===== src/dgb_pkg.sv =====
// shared constants, types and helpers of the gain and band control block
// assumes one system clock at 10 MHz and an asynchronous active-low reset
package dgb_pkg;

  // ----------------------------------------
  // clock and timing
  // ----------------------------------------
  localparam int unsigned CLK_MHZ = 10;
  localparam int unsigned LOCK_TIME_US = 5000;
  localparam int unsigned LOCK_CYC = LOCK_TIME_US * CLK_MHZ;

  // ----------------------------------------
  // register offsets
  // ----------------------------------------
  localparam logic [4:0] OFS_PLL_CTRL = 5'h04;
  localparam logic [4:0] OFS_GAIN_A = 5'h05;
  localparam logic [4:0] OFS_AUX_ONE = 5'h06;
  localparam logic [4:0] OFS_GAIN_B = 5'h07;
  localparam logic [4:0] OFS_AUX_TWO = 5'h08;
  localparam logic [4:0] OFS_STATUS = 5'h09;
  localparam logic [4:0] OFS_AMP_SCALE = 5'h0C;

  // ----------------------------------------
  // field positions
  // ----------------------------------------
  localparam int unsigned BAND_LSB = 2;
  localparam int unsigned BAND_W = 6;
  localparam logic [5:0] BAND_AUTO = 6'h3F;
  localparam int unsigned GAIN_W = 10;
  localparam int unsigned AUX_SIDE_BIT = 15;
  localparam int unsigned AUX_SINK_BIT = 14;
  localparam int unsigned STAT_LOCK_BIT = 3;
  localparam int unsigned STAT_TMO_BIT = 4;
  localparam int unsigned STAT_BUSY_BIT = 0;
  localparam int unsigned ASF_W = 14;
  localparam int unsigned ASF_FRAC = 13;

  // ----------------------------------------
  // reset values
  // ----------------------------------------
  localparam logic [15:0] PLL_CTRL_RST = 16'h0000;
  localparam logic [9:0] GAIN_RST = 10'h200;
  localparam logic [15:0] AUX_RST = 16'h0000;
  localparam logic [13:0] ASF_RST = 14'h2000;

  // ----------------------------------------
  // serial port framing
  // ----------------------------------------
  localparam int unsigned INSTR_BITS = 8;
  localparam int unsigned DATA_BITS = 16;
  localparam int unsigned READ_BIT = 7;

  // ----------------------------------------
  // types
  // ----------------------------------------
  typedef struct packed {
    logic wr;
    logic [4:0] addr;
    logic [15:0] wdata;
  } dgb_req_s;

  typedef struct packed {
    logic p_en;
    logic n_en;
    logic sink;
    logic [9:0] mag;
  } dgb_aux_s;

  typedef enum logic [2:0] {
    BS_IDLE = 3'b001,
    BS_SEARCH = 3'b010,
    BS_LOCKED = 3'b100
  } dgb_band_e;

  // a pin change counts once the second and third stages agree
  function automatic logic [15:0] sync_filt(input logic [15:0] f, input logic [15:0] s2, input logic [15:0] s3);
    logic [15:0] agree;
    agree = ~(s2 ^ s3);
    return (agree & s3) | (~agree & f);
  endfunction : sync_filt

endpackage : dgb_pkg


===== src/dgb_control.sv =====
// gain, auxiliary converter and clock-multiplier band control with its register file
// assumes registers come over the serial port; samples arrive offset binary on CLK_SYS
//
// How it works
// host writes 63 into band to search
// device raises lock bit; host waits for it
// host corrects lower bands by start-up temperature
// host corrects upper bands by start-up temperature
// host writes corrected band back into bits 7:2
// host may reload a stored band at power-up
// each main channel gain from own 10-bit word
// digital amplitude scaling from scale register
// scaling keeps midscale, scales only the excursion
// auxiliary magnitude from bits 9:0
// bit 15 picks driven side, other high impedance
// bit 14 picks source or sink
// host clamps corrected band to valid range
`timescale 1ns/1ns
module dgb_control #(
  parameter int unsigned DW = 16,
  parameter int unsigned LOCK_TIMEOUT_CYC = dgb_pkg::LOCK_CYC
) (
  input wire logic CLK_SYS,
  input wire logic ARST_N,
  input wire logic SCLK,
  input wire logic CS_N,
  input wire logic SDI,
  output logic SDO,
  output logic SDO_OE,
  input wire logic PLL_LOCK_IN,
  input wire logic [5:0] AUTO_BAND,
  output logic [5:0] PLL_BAND,
  output logic PLL_AUTO,
  output logic PLL_LOCK,
  input wire logic [DW-1:0] SAMPLE_A,
  input wire logic [DW-1:0] SAMPLE_B,
  output logic [DW-1:0] SCALED_A,
  output logic [DW-1:0] SCALED_B,
  output logic [9:0] MAIN_GAIN_A,
  output logic [9:0] MAIN_GAIN_B,
  output dgb_pkg::dgb_aux_s AUX_ONE,
  output dgb_pkg::dgb_aux_s AUX_TWO
);

  if (DW < 2 || DW > 16) begin : g_bad_dw
    $error("DW must lie in 2..16");
  end
  if (LOCK_TIMEOUT_CYC < 1 || LOCK_TIMEOUT_CYC > 32'hFFFFFF) begin : g_bad_tmo
    $error("LOCK_TIMEOUT_CYC out of range");
  end

  // ----------------------------------------
  // serial port
  // ----------------------------------------
  dgb_pkg::dgb_req_s req;
  logic [4:0] raddr;
  logic [15:0] rdata;

  dgb_spi_port u_spi (
    .clk(CLK_SYS),
    .arst_n(ARST_N),
    .sclk_pin(SCLK),
    .cs_n_pin(CS_N),
    .sdi_pin(SDI),
    .rdata(rdata),
    .sdo(SDO),
    .sdo_oe(SDO_OE),
    .req(req),
    .raddr(raddr)
  );

  // ----------------------------------------
  // lock and found-band synchronisers
  // ----------------------------------------
  logic [6:0] ls1_r, ls2_r, ls3_r, lf_r, lf_nxt;
  logic [15:0] lfilt;

  always_comb begin
    lfilt = dgb_pkg::sync_filt({9'h000, lf_r}, {9'h000, ls2_r}, {9'h000, ls3_r});
    lf_nxt = lfilt[6:0];
  end

  always_ff @(posedge CLK_SYS or negedge ARST_N) begin
    if (!ARST_N) begin
      ls1_r <= 7'h00;
      ls2_r <= 7'h00;
      ls3_r <= 7'h00;
      lf_r <= 7'h00;
    end else begin
      ls1_r <= {PLL_LOCK_IN, AUTO_BAND};
      ls2_r <= ls1_r;
      ls3_r <= ls2_r;
      lf_r <= lf_nxt;
    end
  end

  logic lock_f;
  logic [5:0] band_f;
  assign lock_f = lf_r[6];
  assign band_f = lf_r[5:0];

  // ----------------------------------------
  // registers and band search
  // ----------------------------------------
  logic [15:0] pll_r, pll_nxt, aux1_r, aux1_nxt, aux2_r, aux2_nxt;
  logic [9:0] ga_r, ga_nxt, gb_r, gb_nxt;
  logic [13:0] asf_r, asf_nxt;
  logic tmo_r, tmo_nxt;
  logic [23:0] tcnt_r, tcnt_nxt;
  dgb_pkg::dgb_band_e bs_r, bs_nxt;
  logic wr_pll;

  assign wr_pll = req.wr && req.addr == dgb_pkg::OFS_PLL_CTRL;

  always_comb begin
    pll_nxt = pll_r;
    aux1_nxt = aux1_r;
    aux2_nxt = aux2_r;
    ga_nxt = ga_r;
    gb_nxt = gb_r;
    asf_nxt = asf_r;
    tmo_nxt = tmo_r;
    tcnt_nxt = tcnt_r;
    bs_nxt = bs_r;
    if (req.wr) begin
      case (req.addr)
        dgb_pkg::OFS_PLL_CTRL: pll_nxt = req.wdata;
        dgb_pkg::OFS_GAIN_A: ga_nxt = req.wdata[9:0];
        dgb_pkg::OFS_GAIN_B: gb_nxt = req.wdata[9:0];
        dgb_pkg::OFS_AUX_ONE: aux1_nxt = req.wdata;
        dgb_pkg::OFS_AUX_TWO: aux2_nxt = req.wdata;
        dgb_pkg::OFS_AMP_SCALE: asf_nxt = req.wdata[13:0];
        default: ;
      endcase
    end
    case (bs_r)
      dgb_pkg::BS_IDLE, dgb_pkg::BS_LOCKED: begin
        if (wr_pll && req.wdata[dgb_pkg::BAND_LSB +: dgb_pkg::BAND_W] == dgb_pkg::BAND_AUTO) begin
          bs_nxt = dgb_pkg::BS_SEARCH;
          tcnt_nxt = 24'h000000;
          tmo_nxt = 1'b0;
        end else if (wr_pll) begin
          bs_nxt = dgb_pkg::BS_IDLE;
        end
      end
      dgb_pkg::BS_SEARCH: begin
        if (wr_pll && req.wdata[dgb_pkg::BAND_LSB +: dgb_pkg::BAND_W] != dgb_pkg::BAND_AUTO) begin
          bs_nxt = dgb_pkg::BS_IDLE;
        end else if (lock_f) begin
          pll_nxt[dgb_pkg::BAND_LSB +: dgb_pkg::BAND_W] = band_f;
          bs_nxt = dgb_pkg::BS_LOCKED;
        end else if (tcnt_r == 24'(LOCK_TIMEOUT_CYC - 1)) begin
          tmo_nxt = 1'b1;
          bs_nxt = dgb_pkg::BS_IDLE;
        end else begin
          tcnt_nxt = tcnt_r + 24'h000001;
        end
      end
      default: bs_nxt = dgb_pkg::BS_IDLE;
    endcase
  end

  always_ff @(posedge CLK_SYS or negedge ARST_N) begin
    if (!ARST_N) begin
      pll_r <= dgb_pkg::PLL_CTRL_RST;
      aux1_r <= dgb_pkg::AUX_RST;
      aux2_r <= dgb_pkg::AUX_RST;
      ga_r <= dgb_pkg::GAIN_RST;
      gb_r <= dgb_pkg::GAIN_RST;
      asf_r <= dgb_pkg::ASF_RST;
      tmo_r <= 1'b0;
      tcnt_r <= 24'h000000;
      bs_r <= dgb_pkg::BS_IDLE;
    end else begin
      pll_r <= pll_nxt;
      aux1_r <= aux1_nxt;
      aux2_r <= aux2_nxt;
      ga_r <= ga_nxt;
      gb_r <= gb_nxt;
      asf_r <= asf_nxt;
      tmo_r <= tmo_nxt;
      tcnt_r <= tcnt_nxt;
      bs_r <= bs_nxt;
    end
  end

  // ----------------------------------------
  // readback
  // ----------------------------------------
  logic lock_bit;
  assign lock_bit = lock_f && bs_r != dgb_pkg::BS_SEARCH;

  always_comb begin
    rdata = 16'h0000;
    case (raddr)
      dgb_pkg::OFS_PLL_CTRL: rdata = pll_r;
      dgb_pkg::OFS_GAIN_A: rdata = {6'h00, ga_r};
      dgb_pkg::OFS_GAIN_B: rdata = {6'h00, gb_r};
      dgb_pkg::OFS_AUX_ONE: rdata = {aux1_r[15:14], 4'h0, aux1_r[9:0]};
      dgb_pkg::OFS_AUX_TWO: rdata = {aux2_r[15:14], 4'h0, aux2_r[9:0]};
      dgb_pkg::OFS_AMP_SCALE: rdata = {2'h0, asf_r};
      dgb_pkg::OFS_STATUS: begin
        rdata[dgb_pkg::STAT_LOCK_BIT] = lock_bit;
        rdata[dgb_pkg::STAT_TMO_BIT] = tmo_r;
        rdata[dgb_pkg::STAT_BUSY_BIT] = bs_r == dgb_pkg::BS_SEARCH;
      end
      default: rdata = 16'h0000;
    endcase
  end

  // ----------------------------------------
  // amplitude scaling about midscale
  // ----------------------------------------
  function automatic logic [DW-1:0] scale(input logic [DW-1:0] s, input logic [13:0] k);
    logic signed [31:0] mid;
    logic signed [31:0] dev;
    logic signed [31:0] prod;
    logic signed [31:0] res;
    mid = 32'(1 << (DW - 1));
    dev = $signed(32'(s)) - mid;
    prod = dev * $signed(32'(k));
    res = (prod >>> dgb_pkg::ASF_FRAC) + mid;
    if (res < 0) return '0;
    if (res > 32'((1 << DW) - 1)) return '1;
    return res[DW-1:0];
  endfunction : scale

  logic [DW-1:0] sa_r, sa_nxt, sb_r, sb_nxt;

  always_comb begin
    sa_nxt = scale(SAMPLE_A, asf_r);
    sb_nxt = scale(SAMPLE_B, asf_r);
  end

  always_ff @(posedge CLK_SYS or negedge ARST_N) begin
    if (!ARST_N) begin
      sa_r <= DW'(1 << (DW - 1));
      sb_r <= DW'(1 << (DW - 1));
    end else begin
      sa_r <= sa_nxt;
      sb_r <= sb_nxt;
    end
  end

  // ----------------------------------------
  // outputs
  // ----------------------------------------
  function automatic dgb_pkg::dgb_aux_s aux_view(input logic [15:0] r);
    dgb_pkg::dgb_aux_s v;
    v.p_en = ~r[dgb_pkg::AUX_SIDE_BIT];
    v.n_en = r[dgb_pkg::AUX_SIDE_BIT];
    v.sink = r[dgb_pkg::AUX_SINK_BIT];
    v.mag = r[9:0];
    return v;
  endfunction : aux_view

  assign SCALED_A = sa_r;
  assign SCALED_B = sb_r;
  assign MAIN_GAIN_A = ga_r;
  assign MAIN_GAIN_B = gb_r;
  assign PLL_BAND = pll_r[dgb_pkg::BAND_LSB +: dgb_pkg::BAND_W];
  assign PLL_AUTO = bs_r == dgb_pkg::BS_SEARCH;
  assign PLL_LOCK = lock_bit;
  assign AUX_ONE = aux_view(aux1_r);
  assign AUX_TWO = aux_view(aux2_r);

endmodule : dgb_control


===== src/dgb_spi_port.sv =====
// serial peripheral port slave: 8-bit instruction, then 16 data bits MSB first
// assumes SCLK is slow against CLK_SYS: each SCLK phase lasts at least 6 system cycles
`timescale 1ns/1ns
module dgb_spi_port (
  input wire logic clk,
  input wire logic arst_n,
  input wire logic sclk_pin,
  input wire logic cs_n_pin,
  input wire logic sdi_pin,
  input wire logic [15:0] rdata,
  output logic sdo,
  output logic sdo_oe,
  output dgb_pkg::dgb_req_s req,
  output logic [4:0] raddr
);

  // ----------------------------------------
  // pin synchronisers
  // ----------------------------------------
  logic [2:0] s1_r, s2_r, s3_r, f_r, f_nxt;
  logic [15:0] filt;

  always_comb begin
    filt = dgb_pkg::sync_filt({13'h0000, f_r}, {13'h0000, s2_r}, {13'h0000, s3_r});
    f_nxt = filt[2:0];
  end

  always_ff @(posedge clk or negedge arst_n) begin
    if (!arst_n) begin
      s1_r <= 3'h6;
      s2_r <= 3'h6;
      s3_r <= 3'h6;
      f_r <= 3'h6;
    end else begin
      s1_r <= {sclk_pin, cs_n_pin, sdi_pin};
      s2_r <= s1_r;
      s3_r <= s2_r;
      f_r <= f_nxt;
    end
  end

  logic sclk_f, cs_n_f, sdi_f, sclk_d_r;
  assign sclk_f = f_r[2];
  assign cs_n_f = f_r[1];
  assign sdi_f = f_r[0];

  // ----------------------------------------
  // framing
  // ----------------------------------------
  logic [4:0] cnt_r, cnt_nxt;
  logic [7:0] ins_r, ins_nxt;
  logic [15:0] sh_r, sh_nxt;
  logic load_r, load_nxt, oe_r, oe_nxt;
  dgb_pkg::dgb_req_s req_r, req_nxt;
  logic rise, fall, is_rd;

  assign rise = sclk_f & ~sclk_d_r;
  assign fall = ~sclk_f & sclk_d_r;
  assign is_rd = ins_r[dgb_pkg::READ_BIT];

  always_comb begin
    cnt_nxt = cnt_r;
    ins_nxt = ins_r;
    sh_nxt = sh_r;
    load_nxt = 1'b0;
    oe_nxt = oe_r;
    req_nxt = '0;
    req_nxt.addr = ins_r[4:0];
    req_nxt.wdata = sh_r;
    if (cs_n_f) begin
      cnt_nxt = 5'h00;
      oe_nxt = 1'b0;
    end else if (load_r) begin
      if (is_rd) begin
        sh_nxt = rdata;
        oe_nxt = 1'b1;
      end
    end else if (rise && cnt_r < 5'(dgb_pkg::INSTR_BITS + dgb_pkg::DATA_BITS)) begin
      cnt_nxt = cnt_r + 5'h01;
      if (cnt_r < 5'(dgb_pkg::INSTR_BITS)) begin
        ins_nxt = {ins_r[6:0], sdi_f};
        load_nxt = (cnt_r == 5'(dgb_pkg::INSTR_BITS - 1));
      end else if (!is_rd) begin
        sh_nxt = {sh_r[14:0], sdi_f};
        if (cnt_r == 5'(dgb_pkg::INSTR_BITS + dgb_pkg::DATA_BITS - 1)) begin
          req_nxt.wr = 1'b1;
          req_nxt.wdata = {sh_r[14:0], sdi_f};
        end
      end
    end else if (fall && oe_r && cnt_r > 5'(dgb_pkg::INSTR_BITS)) begin
      sh_nxt = {sh_r[14:0], 1'b0};
    end
  end

  always_ff @(posedge clk or negedge arst_n) begin
    if (!arst_n) begin
      sclk_d_r <= 1'b1;
      cnt_r <= 5'h00;
      ins_r <= 8'h00;
      sh_r <= 16'h0000;
      load_r <= 1'b0;
      oe_r <= 1'b0;
      req_r <= '0;
    end else begin
      sclk_d_r <= sclk_f;
      cnt_r <= cnt_nxt;
      ins_r <= ins_nxt;
      sh_r <= sh_nxt;
      load_r <= load_nxt;
      oe_r <= oe_nxt;
      req_r <= req_nxt;
    end
  end

  assign sdo = sh_r[15];
  assign sdo_oe = oe_r;
  assign req = req_r;
  assign raddr = ins_r[4:0];

endmodule : dgb_spi_port

===== config.mk =====
export PLATFORM = sky130hd
export DESIGN_NAME = dgb_control
export DESIGN_NICKNAME = d
export VERILOG_FILES = /design/src/dgb_pkg.sv /design/src/dgb_control.sv /design/src/dgb_spi_port.sv
export SDC_FILE = /design/constraint.sdc
export NUM_CORES = 1
export LEC_CHECK = 0
export BUFFER_PORTS_ARGS = -buffer_cell sky130_fd_sc_hd__buf_4
export CORE_UTILIZATION = 45
export CTS_CLUSTER_DIAMETER = 50
export CTS_CLUSTER_SIZE = 14
export DETAILED_ROUTE_END_ITERATION = 7
export PLACE_DENSITY_LB_ADDON = 0.12
export SETUP_SLACK_MARGIN = 0.2
export SLEW_MARGIN = 20
export SYNTH_ARGS = -nofsm -noshare
export SYNTH_HDL_FRONTEND = slang
export SYNTH_SLANG_ARGS = --single-unit

===== constraint.sdc =====
create_clock -name CLK_SYS -period 9.05 [get_ports CLK_SYS]
set_clock_uncertainty 0.15 [all_clocks]
set_input_delay 0.905 -clock CLK_SYS [delete_from_list [all_inputs] [get_ports CLK_SYS]]
set_output_delay 0.905 -clock CLK_SYS [all_outputs]
set_load 0.01 [all_outputs]

-- Yosys cells after proc, flatten, opt, wreduce, memory -nomap -nowiden
Index checks and enable logic that the tools add are counted.
- register bits after elaboration: 236
- logic and storage cells: 190
- output and inout port bits: 88
- input bits: 44
- reductions and logical operators: 26
- order comparisons: 7
- bitwise operators: 20
- equality and inequality tests: 33
- add/subtract/negate cells: 6
- $mul: 2
- muxes and demuxes: 67
- operators with widths (cell ; count):
    16-bit 2-to-1 mux ; 20
    24-bit 2-to-1 mux ; 4
    11-bit one-hot mux with 6 select lines ; 1
    17-bit by 15-bit multiplier with 32-bit output ; 2
    24-bit one-hot mux with 2 select lines ; 1
    5-bit by 3-bit equality test with 1-bit output, second input constant ; 9
    19-bit by 17-bit adder with 20-bit output, second input constant ; 2
    20-bit by 17-bit > comparator with 1-bit output, second input constant ; 2
    20-bit by 1-bit less-than comparator with 1-bit output, second input constant ; 2
    16-bit by 16-bit subtractor with 17-bit output, second input constant ; 2
    5-bit by 4-bit equality test with 1-bit output, second input constant ; 5
    24-bit by 1-bit adder with 24-bit output, second input constant ; 1
    24-bit by 16-bit equality test with 1-bit output, second input constant ; 1
    1-bit 2-to-1 mux ; 23
    6-bit 2-to-1 mux ; 3
    2-bit AND reduction ; 9
    8-bit 2-to-1 mux ; 2
    3-bit 2-to-1 mux ; 5
    5-bit 2-to-1 mux ; 3
    5-bit AND reduction ; 3
    7-bit bitwise AND ; 2
    7-bit NOT ; 2
    2-bit one-hot mux with 7 select lines ; 1
    2-bit one-hot mux with 6 select lines ; 1
    31 further kinds ; 55

-- Logic depth before layout (Yosys ltp)
Gate-level depths: netlist of the first run.
- depth in word-level cells: 8
- mapped depth: 30
- mapped depth without buffers: 27

-- Hierarchy
Synthesis of the first run repeated with hierarchy kept, for this count alone.
- cells, all modules: 2689
- area total of the unflattened synthesis: 26889.5 µm²
- by module, submodules not included (module ; area an instance (µm²) ; times used ; cells an instance):
    dgb_control ; 24195.7 ; 1 ; 2513
    dgb_spi_port ; 2693.8 ; 1 ; 176

-- Worst setup path before layout of the first run
OpenSTA, ideal clock, no wires.
- path kind: input -> register
- from: input port SAMPLE_A[15]
- to: register sa_r[10], in the netlist SCALED_A[10]
- buffers on the path: 2
- arrival: 7.439 ns
- path slack: 1.385 ns
- cell stages on the path: 23
- cells stage by stage: clkbuf_1 > nand2b_1 > fa_1 > inv_1 > fa_1 > fa_1 > fa_1 > fa_1 > fa_1 > ha_1 > a21o_1 > a21oi_2 > o211ai_1 > a221o_2 > a211o_1 > a21oi_1 > xnor2_1 > ha_1 > inv_1 > a311o_1 > a32o_2 > buf_6 > o21ai_1
- cells in the longest elaborated chain, start to end: 8
- elaborated cells between the ends (all ways): 11
- classes of those cells: add/sub: 2; mul: 1; order compare: 2; mux: 6
- ends and longest elaborated chain (element ; line ; source):
    start, declared ; dgb_control.sv:35 ; input wire logic [DW-1:0] SAMPLE_A,
    16-bit by 16-bit subtractor with 17-bit output * ; dgb_control.sv:220 ; dev = $signed(32'(s)) - mid;
    17-bit by 15-bit multiplier with 32-bit output * ; dgb_control.sv:221 ; prod = dev * $signed(32'(k));
    19-bit by 17-bit adder with 20-bit output * ; dgb_control.sv:222 ; res = (prod >>> dgb_pkg::ASF_FRAC) + mid;
    20-bit by 17-bit > comparator with 1-bit output ; dgb_control.sv:224 ; if (res > 32'((1 << DW) - 1)) return '1;
    1-bit 2-to-1 mux (2 in series) ; dgb_control.sv:224 ;
    16-bit 2-to-1 mux ; dgb_control.sv:225 ; return res[DW-1:0];
    16-bit 2-to-1 mux * ; dgb_control.sv:224 ;
    named net sa_nxt[10] ; dgb_control.sv:228 ; logic [DW-1:0] sa_r, sa_nxt, sb_r, sb_nxt;
    end signal, assigned ; dgb_control.sv:237 ; sa_r <= DW'(1 << (DW - 1));
    end signal, assigned ; dgb_control.sv:240 ; sa_r <= sa_nxt;
    end, declared ; dgb_control.sv:228 ;
The timed path passes the listed nets; every way through them passes the cells marked *. The select of a mux whose other input is x is not followed.
A chain may end at the register's enable or synchronous reset.

-- Final worst setup path of the first run
- from: register asf_r[1]
- to: register sb_r[13], in the netlist SCALED_B[13]
- cells in the longest elaborated chain, start to end: 7
- elaborated cells between the ends (all ways): 10
- classes of those cells: add/sub: 1; mul: 1; order compare: 2; mux: 6
- ends and longest elaborated chain (element ; line ; source):
    start, declared ; dgb_control.sv:107 ; logic [13:0] asf_r, asf_nxt;
    start signal, assigned ; dgb_control.sv:170 ; asf_r <= dgb_pkg::ASF_RST;
    start signal, assigned ; dgb_control.sv:180 ; asf_r <= asf_nxt;
    17-bit by 15-bit multiplier with 32-bit output * ; dgb_control.sv:221 ;
    19-bit by 17-bit adder with 20-bit output * ; dgb_control.sv:222 ;
    20-bit by 17-bit > comparator with 1-bit output ; dgb_control.sv:224 ;
    1-bit 2-to-1 mux (2 in series) ; dgb_control.sv:224 ;
    16-bit 2-to-1 mux ; dgb_control.sv:225 ;
    16-bit 2-to-1 mux * ; dgb_control.sv:224 ;
    named net sb_nxt[13] ; dgb_control.sv:228 ;
    end signal, assigned ; dgb_control.sv:238 ; sb_r <= DW'(1 << (DW - 1));
    end signal, assigned ; dgb_control.sv:241 ; sb_r <= sb_nxt;
    end, declared ; dgb_control.sv:228 ;
Marked as above.

==> metrics.csv, run 1 <==
stage,metric,value,unit
global_route,antenna violations before repair,0,
timing,Setup TNS,0,ns
global_route,largest net degree at the start of global routing,110,
floorplanning,num ports,132,
pwr,leak pwr,15.08,nW
setup_path,worst r2r src,asf_r[1]$_DFFE_PN0P_,
synthesis,main combinational cell family by area after synthesis,adder cells,
setup_path,Worst Setup SP,asf_r[1]$_DFFE_PN0P_,
clock_network,Max Buffers Root-to-Sink,3,
global_route,global-route wire length before repair,106.0,mm
routing,drt pass-1 iters,7,
setup_path,crit path max fanout,18,
global_route,GRT Util Overall,22.27,%
routing,met1 wire length,27.48,mm
setup_path,WP data arrival,8.51,ns
synthesis,Synth area leaders,"fa_1 34%, dfrtp_1 20%, ha_1 7.2%",
layout,most frequent cells in the layout,"471 x inv_1, 442 x fa_1, 254 x nand2_1, 248 x and2_1, 213 x dfrtp_1",
synthesis,post-synthesis xor/xnor area fraction,2.398,%
routing,wire length on met2,31.59,mm
routing,"antenna viol nets, final",0,
place,HPWL Detailed,48.87,mm
synthesis,Syn Inst Count,2607,
synthesis,synthesized area per cell,10.05,um2
timing,Final Cycle Share,91.66,%
floorplanning,row count,88,
synthesis,mux share of post-synthesis cell area,4.084,%
layout,Final nets,3316,
routing,DRT Wirelength,63.01,mm
routing,DR top layer,met4,
global_route,total gr overflow,0,
setup_path,CP Buf/Inv Count,6,
timing,Max Fclk,120.6,MHz
clock_network,setup repair bufs after CTS,0,
layout,post-layout util,50.06,%
layout,synthesis-to-layout area growth,10.06,%
floorplanning,Die Wd,243.3,um
synthesis,ys async rst share,100.0,%
clock_network,root buf cell,clkbuf_16,
timing,min Tclk post-route,8.295,ns
worst_hold_path,WHS Endpoint,ls2_r[1]$_DFF_PN0_,
synthesis,Post-synth top flop,dfrtp_1,
synthesis,Synth Area in Compound Gates,6.941,%
clock_network,"Clk pin slew, worst setup/hold paths",0.06,ns
pwr,power density over cell area,88.14,nW/um2
setup_path,cells along the critical path,nand2b_1 > fa_1 > inv_1 > fa_1 > inv_1 > fa_1 > inv_1 > fa_1 > fa_1 > inv_1 > fa_1 > inv_1 > ha_1 > inv_1 > o21bai_1 > a21o_1 > mux2_2 > a221oi_1 > and2_1 > ha_1 > and3_1 > nand4_1 > a21oi_1 > o22ai_1,
setup_path,Crit-path slowest cell,dfrtp_1,
synthesis,Synth Area in Adders,41.38,%
flow_run,max cap viols,0,
clock_network,CTS tree,built,
synthesis,Post-Syn Area,26190,um2
run_status,status,completed,
clock_network,CTS buffer count,26,
setup_path,reg2reg setup slack,0.76,ns
synthesis,Ys Warns,0,
clock_network,H-tree levels,1,
floorplanning,CORE AREA,57590,um2
timing,final setup fails,0,
synthesis,top cell type by total area after synthesis,fa_1,
synthesis,"EDFF count, synth",0,
pwr,VDD IR max,141.4,uV
setup_path,Crit path max-delay family,adder cells,
timing,final slew viol count,0,
synthesis,syn_nets,3244,
setup_path,Setup crit start kind,register,
routing,DR WL/cell,18.19,um
timing,RSZ-0062 raised after global routing,false,
synthesis,post-synth top area share,33.78,%
timing,final hold violation count,0,
synthesis,sequential fraction of the synthesis area,21.86,%
layout,ANT cells,0,
place,Buffers on Ports,131,
floorplanning,die area,59170,um2
routing,DR vias,18190,
timing,Relative slew margins,26.39,%
global_route,vias in the first global route,19970,
clock_network,hold_buf cts,0,
layout,share of cells above drive strength 1,12.26,%
worst_hold_path,Hold Crit Start,ls1_r[1]$_DFF_PN0_,
setup_path,Worst path max stage delay,0.90,ns
clock_network,# clock sinks,228,
clock_network,clock latency on the worst-skew pair,0.54,ns
floorplanning,Die Ht,243.3,um
routing,initial drt markers,841,
worst_hold_path,worst hold path type,register to register,
floorplanning,initial core utilization,45.48,%
routing,residual DRC count,0,
timing,worst slew pin tran,1.104,ns
synthesis,Synth Register Bits,228,
place,gpl congestion,0.8489,
setup_path,CP Capture Type,register,
routing,routed wire length on met3,2.905,mm
setup_path,WP data required,9.26,ns
setup_path,critical path type,register to register,
routing,Via density,5.252,
layout,"most common cell after layout, fill and taps aside",inv_1,
synthesis,Post-Synth Simple-Gate Area,14.75,%
setup_path,RR Endpoint,SCALED_B[13]$_DFF_PN0_,
clock_network,CTS resizes,0,
setup_path,Reg2Reg Depth,24,
synthesis,Synth cell types,82,
worst_hold_path,hold path cells,0,
==> stage by stage <==
stage                     power (mW)  hold WS [ns]  instances  worst slack (ns)  area (um2)
after floorplan                1.310        0.1812       2607             1.385       26190
after global placement         1.443        0.1828       3416            0.8064       27900
after detailed placement       1.455        0.1872       3416            0.6217       27910
after CTS                      2.568        0.2017       3464            0.8307       28830
after global routing           2.646        0.2073       3464            0.2538       28830
final                          2.541        0.1982       3464            0.7551       28830
==> worst register-to-register path, stage by stage (launching register included) <==
cell and delay [ns]:
dfrtp_1 0.90, nand2b_1 0.26, fa_1 0.62, inv_1 0.13, fa_1 0.90, inv_1 0.13
fa_1 0.51, inv_1 0.05, fa_1 0.48, fa_1 0.49, inv_1 0.05, fa_1 0.49
inv_1 0.04, ha_1 0.34, inv_1 0.11, o21bai_1 0.14, a21o_1 0.15, mux2_2 0.33
a221oi_1 0.26, and2_1 0.21, ha_1 0.20, and3_1 0.22, nand4_1 0.11, a21oi_1 0.65
o22ai_1 0.20
==> area by class of cell <==
cell class | count | area [um2]
Clock inverter | 15 | 203.9
Timing Repair Buffer | 159 | 1201
Multi-Input combinational cell | 1793 | 18260
Clock buffer | 33 | 708.2
Sequential cell | 228 | 5724
Fill cell | 5321 | 28760
Inverter | 471 | 1768
Tap cell | 765 | 957.2
==> worst max-delay path by stage <==
stage | endpoint | slack, ns | cells past startpoint
final | SCALED_B[13]$_DFF_PN0_ | 0.76 | 24
after global routing | SCALED_B[13]$_DFF_PN0_ | 0.25 | 24
after CTS | SCALED_B[13]$_DFF_PN0_ | 0.83 | 24
after detailed placement | SCALED_B[13]$_DFF_PN0_ | 0.62 | 25
after global placement | SCALED_B[8]$_DFF_PN0_ | 0.81 | 25
after floorplan | SCALED_A[10]$_DFF_PN0_ | 1.38 | 23
==> kinds of logic (layout without fill, tap and decap cells) <==
logic type	Yosys count	in the layout
XOR/XNOR	70	70
flip-flops	228	228
AO/OA/AOI/OAI	282	282
buffers and inverters	586	678
multiplexers	96	96
adder cells (fa/ha/maj)	603	603
AND/OR/NAND/NOR	742	742
==> flip-flops by register name (all words and copies together) (netlist names), 3 cells and up, named ones only <==
| signal | cells |
|---|---|
| MAIN_GAIN_A | 10 |
| aux1_r | 12 |
| pll_r | 16 |
| aux2_r | 12 |
| u_spi.s1_r | 3 |
| u_spi.sh_r | 16 |
| tcnt_r | 24 |
| ls1_r | 7 |
| u_spi.req | 22 |
| bs_r | 3 |
| MAIN_GAIN_B | 10 |
| SCALED_B | 16 |
| u_spi.cnt_r | 5 |
| ls2_r | 7 |
| SCALED_A | 16 |
| ls3_r | 7 |
| asf_r | 14 |
| u_spi.s3_r | 3 |
| u_spi.ins_r | 8 |
| u_spi.s2_r | 3 |
==> synthesized netlist by cell type, types with 11 or more instances <==
| cell | number |
|---|---|
| and3_1 | 12 |
| o21ai_1 | 12 |
| inv_1 | 471 |
| nand2_1 | 254 |
| o21ai_0 | 55 |
| nand3_1 | 28 |
| nand4_1 | 29 |
| xor2_1 | 27 |
| a22oi_1 | 33 |
| xnor2_1 | 42 |
| o211ai_1 | 13 |
| and2_1 | 248 |
| a21oi_1 | 74 |
| nor2b_1 | 11 |
| a21o_1 | 17 |
| dfstp_2 | 15 |
| dfrtp_1 | 213 |
| clkbuf_1 | 98 |
| ha_1 | 151 |
| mux2_2 | 87 |
| fa_1 | 442 |
| o22ai_1 | 17 |
| nor2_1 | 73 |
| nand2b_1 | 33 |
==> routing by layer <==
layer,up-vias,GRT usage [%]
met5,-,0
met4,0,4.661
met3,65,2.247
met2,382,38.83
met1,9448,30.06
li1,8298,-
==> power breakdown <==
part	switching [mW]	internal (mW)	leakage, nW	total (mW)
logic	0.145	0.0880	11.7	0.233
registers	0.0970	1.10	3.00	1.20
clock network	0.455	0.651	0.424	1.11
Power figures use the tool's default switching activity.
==> run 2: changes to the inputs <==
--- a/config.mk
+++ b/config.mk
@@ -8,4 +8,5 @@
 export BUFFER_PORTS_ARGS = -buffer_cell sky130_fd_sc_hd__buf_4
 export CORE_UTILIZATION = 45
+export CTS_BUF_LIST = sky130_fd_sc_hd__clkbuf_2
 export CTS_CLUSTER_DIAMETER = 50
 export CTS_CLUSTER_SIZE = 14
@@ -13,5 +14,5 @@
 export PLACE_DENSITY_LB_ADDON = 0.12
 export SETUP_SLACK_MARGIN = 0.2
-export SLEW_MARGIN = 20
+export SLEW_MARGIN = 0
 export SYNTH_ARGS = -nofsm -noshare
 export SYNTH_HDL_FRONTEND = slang
==> constraint.sdc (replaced) <==
create_clock -name CLK_SYS -period 9.05 [get_ports CLK_SYS]
set_clock_uncertainty 0.15 [all_clocks]
set_input_delay 1.3575 -clock CLK_SYS [delete_from_list [all_inputs] [get_ports CLK_SYS]]
set_output_delay 1.3575 -clock CLK_SYS [all_outputs]
set_load 0.01 [all_outputs]
==> metrics.csv, run 2 (synthesized netlist as in run 1, its figures left out) <==
stage,metric,value,unit,change
layout,synthesis-to-layout area growth,7.792,%,
setup_path,WP data required,9.70,ns,+0.44 ns
clock_network,CTS tree,built,,
layout,"most common cell after layout, fill and taps aside",inv_1,,
timing,final slew viol count,0,,unchanged
floorplanning,num ports,132,,unchanged
timing,Max Fclk,124.8,MHz,+3.6%
clock_network,root buf cell,clkbuf_2,,
clock_network,# clock sinks,228,,unchanged
global_route,total gr overflow,0,,unchanged
clock_network,CTS resizes,0,,unchanged
clock_network,setup repair bufs after CTS,0,,unchanged
layout,post-layout util,49.03,%,-1.0 points
clock_network,CTS buffer count,25,,-3.8%
timing,min Tclk post-route,8.010,ns,-0.2846 ns
global_route,largest net degree at the start of global routing,163,,+48%
place,gpl congestion,0.8411,,-0.92%
setup_path,CP Capture Type,register,,
setup_path,cells along the critical path,nand2b_1 > fa_1 > inv_1 > fa_1 > fa_1 > fa_1 > fa_1 > fa_1 > ha_1 > a21o_1 > a21oi_2 > o211ai_1 > a221o_2 > a211o_1 > a21oi_1 > xnor2_1 > ha_1 > inv_1 > nand2_1 > a21oi_1 > a32o_2 > o21ai_0,,
layout,Final nets,3318,,+0.060%
setup_path,Crit-path slowest cell,fa_1,,
timing,worst slew pin tran,1.135,ns,+0.03113 ns
routing,drt pass-1 iters,7,,unchanged
layout,share of cells above drive strength 1,12.28,%,+0.014 points
routing,residual DRC count,0,,unchanged
timing,Final Cycle Share,88.51,%,-3.1 points
setup_path,Crit path max-delay family,adder cells,,
routing,DR WL/cell,18.14,um,-0.26%
layout,Largest Register,tcnt_r,,
layout,most frequent cells in the layout,"471 x inv_1, 442 x fa_1, 254 x nand2_1, 248 x and2_1, 213 x dfrtp_1",,
global_route,global-route wire length before repair,105.0,mm,-0.92%
clock_network,clock latency on the worst-skew pair,0.98,ns,+0.44 ns
pwr,Pwr Total,1.982,mW,-22%
floorplanning,row count,88,,unchanged
place,Placed Area,27930,um2,about the same
clock_network,H-tree levels,1,,unchanged
setup_path,WP data arrival,8.66,ns,+0.15 ns
floorplanning,die area,59170,um2,unchanged
timing,final hold violation count,0,,unchanged
clock_network,Max Buffers Root-to-Sink,3,,unchanged
pwr,VDD IR max,95.38,uV,-33%
setup_path,critical path's most frequent cell,fa_1,,
floorplanning,initial core utilization,45.48,%,unchanged
clock_network,hold_buf cts,0,,unchanged
routing,DR vias,18250,,+0.29%
timing,RSZ-0062 raised after global routing,false,,
worst_hold_path,worst hold path type,input port to asynchronous set/reset pin,,
routing,initial drt markers,887,,+5.5%
setup_path,crit path max fanout,15,,-3
layout,fin area,28230,um2,-2.1%
routing,Via density,5.270,,+0.35%
clock_network,"Clk pin slew, worst setup/hold paths",0.24,ns,+0.18 ns
global_route,GRT Util Overall,22.04,%,-0.23 points
setup_path,critical path type,register to register,,
floorplanning,CORE AREA,57590,um2,unchanged
layout,max reg flops,24,,unchanged
pwr,power density over cell area,70.19,nW/um2,-20%
pwr,leak pwr,14.87,nW,-1.4%
place,Buffers on Ports,131,,unchanged
routing,DRT Wirelength,62.80,mm,-0.32%
floorplanning,Die Ht,243.3,um,unchanged
timing,Setup TNS,0,ns,unchanged
setup_path,Setup crit start kind,register,,
floorplanning,Die Wd,243.3,um,unchanged
timing,Relative slew margins,24.15,%,-2.2 points
global_route,antenna violations before repair,2,,+2
flow_run,max cap viols,0,,unchanged
timing,final setup fails,0,,unchanged
setup_path,CP Buf/Inv Count,2,,-4
timing,hold slack,0.1306,ns,-0.06756 ns
global_route,vias in the first global route,19990,,+0.095%
routing,"antenna viol nets, final",0,,unchanged
run_status,status,completed,,
place,HPWL Detailed,49.00,mm,+0.25%
setup_path,Worst path max stage delay,0.90,ns,about the same
run 2: changes by cell type in the layout (fill, tap and decap cells not counted), sizes merged:
cell,change
buf,+3
bufinv,-1
clkbuf,-4
clkinv,+1
clkinvlp,-5
diode,+1
inv,+3
run 2: routing by layer:
metal  vias up  track usage (%)  part of all wire (%)
met2       402            38.14                    50
li1       8305                -                     -
met3        77            2.545                   4.5
met1      9460            29.74                    44
met5         -                0                 0.018
met4         2            4.680                   1.7
run 2: stage by stage:
step / setup WS (ns) / std cells
3_3_place_gp: 0.6074 / 3419
5_1_grt: 0.6058 / 3462
4_1_cts: 1.025 / 3461
3_5_place_dp: 0.3867 / 3419
2_1_floorplan: 0.9323 / 2607
6_report: 1.040 / 3462
run 2: layout make-up:
| type | count | area [um2] |
|---|---|---|
| Clock inverter | 13 | 153.9 |
| Tap cell | 765 | 957.2 |
| Fill cell | 5363 | 29350 |
| Multi-Input combinational cell | 1793 | 18250 |
| Sequential cell | 228 | 5724 |
| Clock buffer | 29 | 145.1 |
| Inverter | 471 | 1768 |
| Timing Repair Buffer | 162 | 1236 |
| Antenna cell | 1 | 2.502 |
run 2: report_power, final:
| part | leakage [nW] | switching [mW] | internal [mW] |
|---|---|---|---|
| sequential | 3.00 | 0.0951 | 1.10 |
| clock | 0.197 | 0.388 | 0.164 |
| combinational | 11.7 | 0.143 | 0.0874 |
| total | 14.9 | 0.626 | 1.36 |
run 2: path summary, 6_finish.rpt:
path / depth (start not counted) / slack, ns / from / endpoint
worst max-delay path: 22 / 1.04 / asf_r[1]$_DFFE_PN0P_ / SCALED_A[1]$_DFF_PN0_
min in group CLK_SYS: 0 / 0.22 / ls2_r[6]$_DFF_PN0_ / ls3_r[6]$_DFF_PN0_
worst max register to register: 22 / 1.04 / asf_r[1]$_DFFE_PN0P_ / SCALED_A[1]$_DFF_PN0_
max in group asynchronous: 2 / 7.22 / ARST_N / SCALED_B[12]$_DFF_PN0_
worst min register to register: 0 / 0.22 / ls2_r[6]$_DFF_PN0_ / ls3_r[6]$_DFF_PN0_
worst min-delay path: 1 / 0.13 / ARST_N / SCALED_A[4]$_DFF_PN0_
==> run 3: changes to the inputs <==
- clock period: 9.05 -> 7.8 ns (I/O delays scaled with it)
==> metrics.csv, run 3 (synthesized netlist as in run 1, its figures left out) <==
stage,metric,value,unit,change
run_status,status,completed,,
setup_path,CP Buf/Inv Count,8,,+6
timing,Final Cycle Share,94.26,%,+5.7 points
layout,Largest Register,tcnt_r,,
routing,DR WL/cell,17.64,um,-2.8%
routing,DRT Wirelength,62.43,mm,-0.60%
floorplanning,die area,59170,um2,unchanged
layout,Final nets,3393,,+2.3%
routing,Via density,5.211,,-1.1%
floorplanning,Die Ht,243.3,um,unchanged
setup_path,WP data required,8.52,ns,-1.18 ns
clock_network,clock latency on the worst-skew pair,0.94,ns,-0.04 ns
floorplanning,initial core utilization,45.48,%,unchanged
place,"worst slack, placed",-0.3659,ns,-0.7526 ns
setup_path,critical path's most frequent cell,inv_1,,
worst_hold_path,WHS Endpoint,u_spi.s1_r[1]$_DFF_PN1_,,
routing,"antenna viol nets, final",0,,unchanged
setup_path,RR Endpoint,SCALED_A[10]$_DFF_PN0_,,
timing,worst slew pin tran,1.024,ns,-0.1111 ns
layout,most frequent cells in the layout,"470 x inv_1, 440 x fa_1, 253 x nand2_1, 248 x and2_1, 227 x buf_4",,
timing,final hold violation count,0,,unchanged
floorplanning,Die Wd,243.3,um,unchanged
layout,post-route insts no fill,3539,,+2.2%
pwr,power density over cell area,81.48,nW/um2,+16%
pwr,leak pwr,15.29,nW,+2.8%
global_route,global-route wire length before repair,103.7,mm,-1.2%
global_route,vias in the first global route,19790,,-1.0%
timing,min Tclk post-route,7.352,ns,-0.6582 ns
place,Buffers on Ports,131,,unchanged
global_route,total gr overflow,0,,unchanged
timing,Max Fclk,136.0,MHz,+9.0%
clock_network,H-tree levels,1,,unchanged
place,gpl congestion,0.8670,,+3.1%
floorplanning,CORE AREA,57590,um2,unchanged
setup_path,Setup crit start kind,register,,
global_route,GRT Util Overall,21.86,%,-0.18 points
clock_network,root buf cell,clkbuf_2,,
routing,DR vias,18440,,+1.1%
floorplanning,row count,88,,unchanged
setup_path,worst r2r src,asf_r[4]$_DFFE_PN0P_,,
layout,synthesis-to-layout area growth,10.83,%,
clock_network,Max Buffers Root-to-Sink,3,,unchanged
setup_path,Worst path max stage delay,0.73,ns,-0.17 ns
routing,residual DRC count,0,,unchanged
setup_path,CP Capture Type,register,,
setup_path,reg2reg setup slack,0.45,ns,-0.59 ns
timing,Relative slew margins,31.72,%,+7.6 points
place,Placed Cells,3483,,+1.9%
layout,max reg flops,24,,unchanged
worst_hold_path,Hold Crit Start,CS_N,,
floorplanning,num ports,132,,unchanged
routing,drt pass-1 iters,5,,-2
place,HPWL Detailed,49.11,mm,+0.23%
timing,final setup fails,0,,unchanged
layout,"most common cell after layout, fill and taps aside",inv_1,,
worst_hold_path,hold path cells,1,,
pwr,Pwr Total,2.365,mW,+19%
clock_network,CTS buffer count,25,,unchanged
flow_run,max cap viols,0,,unchanged
routing,initial drt markers,970,,+9.4%
setup_path,Reg2Reg Depth,27,,+23%
setup_path,Crit-path slowest cell,fa_2,,
worst_hold_path,worst hold path type,input port to register,,
global_route,antenna violations before repair,4,,+2
setup_path,Crit path max-delay family,adder cells,,
timing,final slew viol count,0,,unchanged
setup_path,crit path max fanout,12,,-3
setup_path,WP data arrival,8.07,ns,-0.59 ns
setup_path,critical path type,register to register,,
clock_network,CTS tree,built,,
timing,RSZ-0062 raised after global routing,false,,
layout,share of cells above drive strength 1,15.37,%,+3.1 points
timing,final worst slack,0.4479,ns,-0.5918 ns
clock_network,"Clk pin slew, worst setup/hold paths",0.22,ns,-0.02 ns
global_route,largest net degree at the start of global routing,184,,+13%
clock_network,# clock sinks,228,,unchanged
pwr,VDD IR max,112.9,uV,+18%
==> run 3: final cells by class <==
type | count | area, um2
Tap cell | 765 | 957.2
Inverter | 471 | 1768
Clock inverter | 13 | 200.2
Fill cell | 5357 | 28560
Timing Repair Buffer | 237 | 1889
Clock buffer | 29 | 145.1
Multi-Input combinational cell | 1793 | 18320
Antenna cell | 3 | 7.507
Sequential cell | 228 | 5742
==> run 3: stage by stage <==
stage / hold WS [ns] / utilization, % / area (um2) / setup TNS [ns]
floorplan: 0.1812 / - / 26260 / 0
global placement: 0.1817 / 49.58 / 28550 / -3.530
detailed placement: 0.1847 / 49.58 / 28550 / -6.388
CTS: 0.01425 / 50.21 / 28910 / 0
global route: 0.01992 / 50.40 / 29020 / 0
finish: 0.1530 / 50.41 / 29030 / 0
==> run 3: where the power goes <==
part	switching, mW	leakage, nW	total [mW]	internal, mW
logic	0.166	12.1	0.272	0.106
clock network	0.449	0.213	0.703	0.254
registers	0.109	2.99	1.39	1.28
total	0.724	15.3	2.37	1.64
==> run 3: routing by layer <==
layer  track usage, %  vias up  share of wire (%)
li1                 -     8473                  -
met1            29.94     9502                 44
met2            37.77      378                 50
met3            2.082       86                4.2
met4            4.403        4                1.8
met5                0        -              0.050
==> run 3: how the worst max path moves through the flow <==
stage	startpoint	endpoint	slack, ns	cells past startpoint
CTS	asf_r[11]$_DFFE_PN0P_	SCALED_A[3]$_DFF_PN0_	0.22	24
global placement	SAMPLE_A[15]	SCALED_A[3]$_DFF_PN0_	-0.23	26
floorplan	SAMPLE_B[15]	SCALED_B[0]$_DFF_PN0_	0.22	26
global route	asf_r[3]$_DFFE_PN0P_	SCALED_A[5]$_DFF_PN0_	0.20	29
detailed placement	SAMPLE_A[15]	SCALED_A[3]$_DFF_PN0_	-0.37	26
finish	asf_r[4]$_DFFE_PN0P_	SCALED_A[10]$_DFF_PN0_	0.45	27
==> run 3: what timing repair did <==
item                       CTS  global route
resized for setup            5             9
hold endpoints to repair    35             0
setup buffers                0            10
setup endpoints to repair   26            27
hold buffers                 1             0
pin swaps                    0             1
cloned                       0             0
